--- src/esl_pkg.sv ---
// shared constants and types for the front-panel status lamp block
// assumes a 25 MHz system clock; all status inputs come from the same clock
package esl_pkg;

	// clock and flash timing
	localparam int CLK_HZ = 25_000_000;
	localparam int FLASH_HALF_MS = 250;
	localparam int FLASH_HALF_CYC = CLK_HZ / 1000 * FLASH_HALF_MS;
	localparam logic [3:0] GAP_HALVES = 4'h4;

	// register byte offsets
	localparam logic [3:0] OFS_CTRL = 4'h0;
	localparam logic [3:0] OFS_LAMPS = 4'h4;
	localparam logic [3:0] OFS_RUN = 4'h8;

	// register fields
	localparam int CTRL_VAR_LSB = 0;
	localparam int RUN_CODE_LSB = 0;
	localparam int RUN_STATE_LSB = 4;

	// module variants
	localparam logic [1:0] VAR_STD = 2'h0;
	localparam logic [1:0] VAR_ALT = 2'h1;
	localparam logic [1:0] VAR_10BT = 2'h2;
	localparam logic [1:0] CTRL_RST = VAR_STD;

	// run lamp flash codes
	localparam logic [3:0] CODE_NONE = 4'h0;
	localparam logic [3:0] CODE_NO_LINK = 4'h3;
	localparam logic [3:0] CODE_DUP_IP = 4'h4;
	localparam logic [3:0] CODE_NO_IP = 4'h5;
	localparam logic [3:0] CODE_BAD_IP = 4'h6;
	localparam logic [3:0] CODE_NO_EXEC = 4'h7;
	localparam logic [3:0] CODE_FFS = 4'h9;

	// status reported by the rest of the module
	typedef struct packed {
		logic backplane_cfg;
		logic healthy;
		logic crash;
		logic collision;
		logic link_up;
		logic tx_act;
		logic rx_act;
		logic speed_100;
		logic full_duplex;
		logic kernel_mode;
		logic download_mode;
		logic crash_log;
		logic cable_missing;
		logic dup_ip;
		logic no_ip;
		logic bad_ip;
		logic no_exec;
		logic ffs_bad;
		logic error_det;
		logic dl_failed;
		logic reset_busy;
	} esl_stat_t;

	// lamp drives, one bit per lamp, high lights it
	typedef struct packed {
		logic active;
		logic ready;
		logic fault;
		logic run;
		logic coll;
		logic link;
		logic tx;
		logic rx;
		logic low_speed_lamp;
		logic high_speed_lamp;
		logic fduplex;
		logic kernel;
		logic appl;
	} esl_lamp_t;

	typedef enum logic [3:0] {
		RUN_STEADY = 4'h1,
		RUN_ON = 4'h2,
		RUN_OFF = 4'h4,
		RUN_GAP = 4'h8
	} esl_run_t;

endpackage

--- src/esl_lamps.sv ---
// front-panel status lamp driver with an Avalon-MM register slave
// assumes status inputs are synchronous to clk; lamps drive plain LEDs
//
// Summary of operation
// - active lamp on when backplane configured
// - ready lamp on when module healthy
// - fault lamp flashes in crash state
// - collision lamp flashes during collisions
// - link lamp steady while link active
// - transmit lamp flashes on transmit activity
// - receive lamp flashes on receive activity
// - exactly one speed lamp, by rate
// - duplex lamp on in full duplex
// - kernel lamp steady kernel, flashing download
// - crash-log lamp on with log entry
// - run lamp steady in normal operation
// - three flashes when no link
// - four flashes, duplicate IP address
// - five flashes, no IP address
// - seven flashes, no executive firmware
// - nine flashes, alternate file system failure
// - 10Base-T collision lamp steady when unplugged
// - 10Base-T fault lamp on error/failure/reset
`timescale 1ns/1ps
`default_nettype none

module esl_lamps
	import esl_pkg::*;
#(
	parameter int HALF_CYC = FLASH_HALF_CYC
) (
	// clock and reset
	input wire logic clk,
	input wire logic resetn,
	// register bus
	input wire logic [3:0] avs_address,
	input wire logic avs_read,
	input wire logic avs_write,
	input wire logic [31:0] avs_writedata,
	input wire logic [3:0] avs_byteenable,
	output logic [31:0] avs_readdata,
	output logic avs_waitrequest,
	// module status
	input wire esl_stat_t stat,
	// lamps and address policy
	output esl_lamp_t lamps,
	output logic use_default_ip,
	output logic stay_offline
);

	localparam int TW = $clog2(HALF_CYC + 1);

	// lowest active code wins; file system code exists only in the alternate
	function automatic logic [3:0] pick_code(input esl_stat_t s,
		input logic [1:0] v);
		logic [3:0] c;
		c = CODE_NONE;
		if (s.cable_missing)
			c = CODE_NO_LINK;
		else if (s.dup_ip)
			c = CODE_DUP_IP;
		else if (s.no_ip)
			c = CODE_NO_IP;
		else if (s.bad_ip)
			c = CODE_BAD_IP;
		else if (s.no_exec)
			c = CODE_NO_EXEC;
		else if (s.ffs_bad && v == VAR_ALT)
			c = CODE_FFS;
		return c;
	endfunction

	logic [TW-1:0] tick_cnt_r;
	logic tick;
	logic phase_r;
	logic [1:0] var_r;
	logic ack_r;
	logic [31:0] rdata_r;
	logic tx_hold_r;
	logic rx_hold_r;
	esl_run_t run_r;
	logic [3:0] code_r;
	logic [3:0] left_r;
	logic [3:0] want;
	logic normal;
	esl_lamp_t lamps_r;
	esl_lamp_t lamps_nxt;
	logic defip_r;
	logic offline_r;

	////////////////////////////////////////////////////////////////////////
	// flash timebase

	// one tick every half flash period; all blinking but the run lamp codes shares one phase
	always_ff @(posedge clk) begin
		if (!resetn)
			tick_cnt_r <= '0;
		else if (tick)
			tick_cnt_r <= '0;
		else
			tick_cnt_r <= tick_cnt_r + 1'b1;
	end

	assign tick = (tick_cnt_r == TW'(HALF_CYC - 1));

	always_ff @(posedge clk) begin
		if (!resetn)
			phase_r <= 1'b0;
		else if (tick)
			phase_r <= ~phase_r;
	end

	////////////////////////////////////////////////////////////////////////
	// register slave: one wait state, then the answer

	assign avs_waitrequest = (avs_read | avs_write) & ~ack_r;
	assign avs_readdata = rdata_r;

	always_ff @(posedge clk) begin
		if (!resetn)
			ack_r <= 1'b0;
		else
			ack_r <= (avs_read | avs_write) & ~ack_r;
	end

	// read data captured one cycle ahead so it stands with the answer
	always_ff @(posedge clk) begin
		if (!resetn) begin
			rdata_r <= 32'h0;
		end else if (avs_read && !ack_r) begin
			rdata_r <= 32'h0;
			case (avs_address)
				OFS_CTRL: rdata_r[CTRL_VAR_LSB +: 2] <= var_r;
				OFS_LAMPS: rdata_r[$bits(esl_lamp_t)-1:0] <= lamps_r;
				OFS_RUN: begin
					rdata_r[RUN_CODE_LSB +: 4] <= code_r;
					rdata_r[RUN_STATE_LSB +: 4] <= run_r;
				end
				default: rdata_r <= 32'h0;
			endcase
		end
	end

	// variant select; writes elsewhere are dropped
	always_ff @(posedge clk) begin
		if (!resetn)
			var_r <= CTRL_RST;
		else if (avs_write && ack_r && avs_address == OFS_CTRL &&
			avs_byteenable[0])
			var_r <= avs_writedata[CTRL_VAR_LSB +: 2];
	end

	////////////////////////////////////////////////////////////////////////
	// activity stretchers

	// a pulse shorter than a flash still shows; new activity beats the clear
	always_ff @(posedge clk) begin
		if (!resetn)
			tx_hold_r <= 1'b0;
		else if (stat.tx_act)
			tx_hold_r <= 1'b1;
		else if (tick && phase_r)
			tx_hold_r <= 1'b0;
	end

	always_ff @(posedge clk) begin
		if (!resetn)
			rx_hold_r <= 1'b0;
		else if (stat.rx_act)
			rx_hold_r <= 1'b1;
		else if (tick && phase_r)
			rx_hold_r <= 1'b0;
	end

	////////////////////////////////////////////////////////////////////////
	// run lamp flash code sequencer

	assign want = pick_code(stat, var_r);
	assign normal = stat.healthy && want == CODE_NONE;

	// a started code always plays out; the choice is only made again in gap
	always_ff @(posedge clk) begin
		if (!resetn) begin
			run_r <= RUN_STEADY;
			code_r <= CODE_NONE;
			left_r <= 4'h0;
		end else if (tick) begin
			case (run_r)
				RUN_STEADY: begin
					if (want != CODE_NONE) begin
						run_r <= RUN_ON;
						code_r <= want;
						left_r <= want;
					end
				end
				RUN_ON: run_r <= RUN_OFF;
				RUN_OFF: begin
					if (left_r == 4'h1) begin
						run_r <= RUN_GAP;
						left_r <= GAP_HALVES;
					end else begin
						run_r <= RUN_ON;
						left_r <= left_r - 4'h1;
					end
				end
				RUN_GAP: begin
					if (left_r != 4'h1) begin
						left_r <= left_r - 4'h1;
					end else if (want != CODE_NONE) begin
						run_r <= RUN_ON;
						code_r <= want;
						left_r <= want;
					end else begin
						run_r <= RUN_STEADY;
						code_r <= CODE_NONE;
					end
				end
				default: begin
					run_r <= RUN_STEADY;
					code_r <= CODE_NONE;
				end
			endcase
		end
	end

	////////////////////////////////////////////////////////////////////////
	// lamp mapping

	always_comb begin
		lamps_nxt = '0;
		lamps_nxt.active = stat.backplane_cfg;
		lamps_nxt.ready = stat.healthy;
		lamps_nxt.run = (run_r == RUN_ON) ||
			(run_r == RUN_STEADY && normal);
		lamps_nxt.link = stat.link_up;
		lamps_nxt.tx = tx_hold_r && phase_r;
		lamps_nxt.rx = rx_hold_r && phase_r;
		lamps_nxt.low_speed_lamp = !stat.speed_100;
		lamps_nxt.high_speed_lamp = stat.speed_100;
		lamps_nxt.fduplex = stat.full_duplex;
		lamps_nxt.appl = stat.crash_log;
		// download flashing outranks the steady kernel indication
		if (stat.download_mode)
			lamps_nxt.kernel = phase_r;
		else
			lamps_nxt.kernel = stat.kernel_mode;
		if (var_r == VAR_10BT) begin
			lamps_nxt.fault = stat.error_det || stat.dl_failed ||
				stat.reset_busy;
			if (stat.cable_missing)
				lamps_nxt.coll = 1'b1;
			else
				lamps_nxt.coll = stat.collision && phase_r;
		end else begin
			lamps_nxt.fault = stat.crash && phase_r;
			lamps_nxt.coll = stat.collision && phase_r;
		end
	end

	always_ff @(posedge clk) begin
		if (!resetn)
			lamps_r <= '0;
		else
			lamps_r <= lamps_nxt;
	end

	assign lamps = lamps_r;

	// address policy follows the variant
	always_ff @(posedge clk) begin
		if (!resetn) begin
			defip_r <= 1'b0;
			offline_r <= 1'b0;
		end else begin
			defip_r <= (var_r == VAR_STD && (stat.dup_ip || stat.no_ip)) ||
				stat.bad_ip;
			offline_r <= var_r == VAR_ALT && stat.dup_ip;
		end
	end

	assign use_default_ip = defip_r;
	assign stay_offline = offline_r;

	// counts lit halves of one code sequence
	logic [3:0] pulses_r;
	always_ff @(posedge clk) begin
		if (!resetn)
			pulses_r <= 4'h0;
		else if (tick && run_r == RUN_ON)
			pulses_r <= pulses_r + 4'h1;
		else if (run_r == RUN_GAP || run_r == RUN_STEADY)
			pulses_r <= 4'h0;
	end
endmodule

`default_nettype wire

--- config.mk ---
export PLATFORM = sky130hd
export DESIGN_NAME = esl_lamps
export DESIGN_NICKNAME = d
export VERILOG_FILES = /design/src/esl_pkg.sv /design/src/esl_lamps.sv
export SDC_FILE = /design/constraint.sdc
export NUM_CORES = 1
export LEC_CHECK = 0
export BUFFER_PORTS_ARGS = -buffer_cell sky130_fd_sc_hd__buf_2
export CORE_UTILIZATION = 52
export CTS_BUF_LIST = sky130_fd_sc_hd__clkbuf_8
export DETAILED_ROUTE_END_ITERATION = 10
export GPL_ROUTABILITY_DRIVEN = 0
export GPL_TIMING_DRIVEN = 0
export PLACE_DENSITY = 0.82
export SYNTH_ARGS = -nofsm -noshare
export SYNTH_HDL_FRONTEND = slang
export SYNTH_SLANG_ARGS = --single-unit
export TNS_END_PERCENT = 100
--- constraint.sdc ---
create_clock -name clk -period 2.65 [get_ports clk]
set_input_delay 0.6625 -clock clk [delete_from_list [all_inputs] [get_ports clk]]
set_output_delay 0.6625 -clock clk [all_outputs]
set_load 0.03 [all_outputs]
==> impl_metrics.json <==
{
  "critical_path_class": "reg2reg",
  "first_pass_iters": 5,
  "drtAntennaViolNets": 0,
  "grt_pass1_vias": 2853,
  "dieHeight_um": 83.3,
  "overflow": 0,
  "async_flop_share_pct": 0,
  "finalClockSkew_ps": 9.19,
  "nets": 552,
  "routed_wl_mm": 7.49,
  "cts_setup_buffers": 0,
  "wl_per_cell_um": 13.2,
  "ctsResizeCount": 0,
  "grt_util_all_layers_pct": 22.7,
  "postCtsHoldBufs": 0,
  "initial_core_util_pct": 54.1,
  "rsz0062_at_grt": "false",
  "ir_drop_mv": 0.596,
  "synth_ff_type": "dfxtp_1",
  "cp-end-kind": "flip-flop",
  "yosysWarnings": 0,
  "holdCritPathClass": "reg2reg",
  "power.density_nw_per_um2": 540,
  "status": "completed",
  "numCtsBuffers": 9,
  "synth_cell_type_count": 59,
  "htreeDepth": 3,
  "die_area_um2": 6940,
  "crit_fanout": 8,
  "critPathArrivalTime_ps": 2300,
  "ys_ff_latch": 69,
  "worst_pin_slew_ps": 780,
  "fmax_mhz": 479,
  "antenna_found_initial": 0,
  "start_kind": "flip-flop",
  "tns_ps": 0,
  "cts_tree": "built",
  "min_period_ps": 2090,
  "port_buffers": 59,
  "leakage_nw": 1.75,
  "syn_avg_cell_area_um2": 8.68,
  "hpwl_mm": 5.62,
  "hold_violations": 0,
  "drc": 0,
  "ys_seq_area_share_pct": 40.2,
  "drv_slew": 0,
  "die_w_um": 83.3,
  "clk_latency_ps": 350,
  "relSlewSlack_pct": 47.5,
  "routed_via_density": 5.37,
  "setup_viol": 0,
  "clock_sinks": 69,
  "clk_pin_slew_ps": 80,
  "antenna_cells": 0,
  "required_ps": 2860,
  "max_cap_viol_count": 0,
  "syn_to_final_growth_pct": 20.1,
  "drive_gt1_share_pct": 23.3,
  "grt_pass1_wl_mm": 12.6,
  "grt_max_degree": 14,
  "row_count": 29,
  "first_iter_violations": 186,
  "synth_area_um2": 3440,
  "coreArea_um2": 6350,
  "clock-root-buffer": "clkbuf_8",
  "route.vias.total": 3042,
  "cts_buffer_depth": 2,
  "fin_crit_sh_pct": 78.8,
  "synth_cells": 396,
  "ios": 113,
  "synth_edf_count": 0,
  "power_mw": 2.23
}
## per-layer routing
layer | global-route usage, % | vias up | routed length, um
met2 | 39.3 | 101 | 3700
li1 | - | 1542 | -
met5 | 0 | - | 0
met1 | 25.7 | 1391 | 3200
met4 | 8.15 | 0 | 118
met3 | 7.85 | 8 | 472
## placed cells by master, fill, tap and decap left out, types with 5 or more instances in the layout
cell / Yosys / final
o21ai_0: 12 / 12
buf_2: 6 / 65
and2_1: 7 / 7
xor2_1: 10 / 10
nand4_1: 7 / 7
nor4_1: 6 / 6
mux2i_1: 11 / 11
a21oi_1: 13 / 13
nor2_1: 53 / 53
nor4b_1: 5 / 5
nand3_1: 14 / 14
inv_1: 11 / 11
clkbuf_1: 10 / 10
and3_1: 5 / 5
a22oi_1: 14 / 14
a22o_1: 6 / 6
nor2b_1: 7 / 7
nor3_1: 13 / 13
xnor2_1: 14 / 14
buf_4: 19 / 19
clkbuf_8: 0 / 10
conb_1: 1 / 19
nand2_1: 21 / 21
dfxtp_1: 69 / 69
## path summary, 6_finish.rpt
check            start         to  slack [ps]  depth (start not counted)
max           run_r[2]  left_r[3]         560                          6
min          code_r[1]  code_r[1]         470                          2
max reg2reg   run_r[2]  left_r[3]         560                          6
min reg2reg  code_r[1]  code_r[1]         470                          2
## power breakdown
| part | switching, mW | leakage [nW] | internal, mW |
|---|---|---|---|
| logic | 0.123 | 1.08 | 0.0685 |
| registers | 0.0101 | 0.560 | 1.05 |
| clock network | 0.411 | 0.113 | 0.563 |
| total | 0.545 | 1.75 | 1.68 |
## worst max-delay path: stages (launching register included)
cell,delay [ps]
dfxtp_1,310
buf_2,170
xor2_1,410
o211ai_1,190
or4_1,540
nor2_1,220
o22ai_1,110
## synth_stat cells (5+ instances only)
cell | number | area, um2
nand4_1 | 7 | 43.8
a22o_1 | 6 | 52.6
nor2b_1 | 7 | 43.8
buf_4 | 19 | 143
clkbuf_1 | 10 | 37.5
inv_1 | 11 | 41.3
and2_1 | 7 | 43.8
a22oi_1 | 14 | 105
nor4b_1 | 5 | 43.8
mux2i_1 | 11 | 110
and3_1 | 5 | 31.3
o21ai_0 | 12 | 60.1
buf_2 | 6 | 30.0
nor4_1 | 6 | 37.5
xor2_1 | 10 | 87.6
a21oi_1 | 13 | 65.1
nor3_1 | 13 | 65.1
nor2_1 | 53 | 199
dfxtp_1 | 69 | 1380
xnor2_1 | 14 | 123
nand3_1 | 14 | 70.1
nand2_1 | 21 | 78.8
## layout make-up
type                       instances  area, um2
sequential                        69       1380
timing repair buffer              59        295
clock inverter                     6       93.8
buffer                            39        233
tap                               77       96.3
multi-input combinational        295       1850
inverter                          11       41.3
fill                             548       2220
clock buffer                      10        138
## flip-flops by register name, summed over array words and instances (netlist names)
name            flops
use_default_ip      1
code_r              4
ack_r               1
left_r              4
run_r               4
phase_r             1
tx_hold_r           1
lamps              13
var_r               2
stay_offline        1
rx_hold_r           1
tick_cnt_r         23
avs_readdata       13
## logic make-up after synthesis
kind of cell,Yosys count,share of synthesized area [%]
simple gates,168,27.2
compound gates,70,14.1
flops,69,40.2
buf+inv,50,7.98
xor+xnor,24,6.12
mux,11,3.20
fa+ha+maj,3,1.09
other cells,1,0.109
## metrics by stage
step | cells | utilization (%) | worst slack [ps] | area [um2] | hold slack [ps]
2_1_floorplan | 414 | - | 574 | 3500 | 430
3_3_place_gp | 550 | 61.3 | 343 | 3890 | 443
3_5_place_dp | 550 | 61.3 | 310 | 3890 | 460
4_1_cts | 566 | 65.0 | 584 | 4130 | 472
5_1_grt | 566 | 65.0 | 424 | 4130 | 482
6_report | 566 | 65.0 | 561 | 4130 | 468
Note: power is estimated with default switching activity, not from simulation.
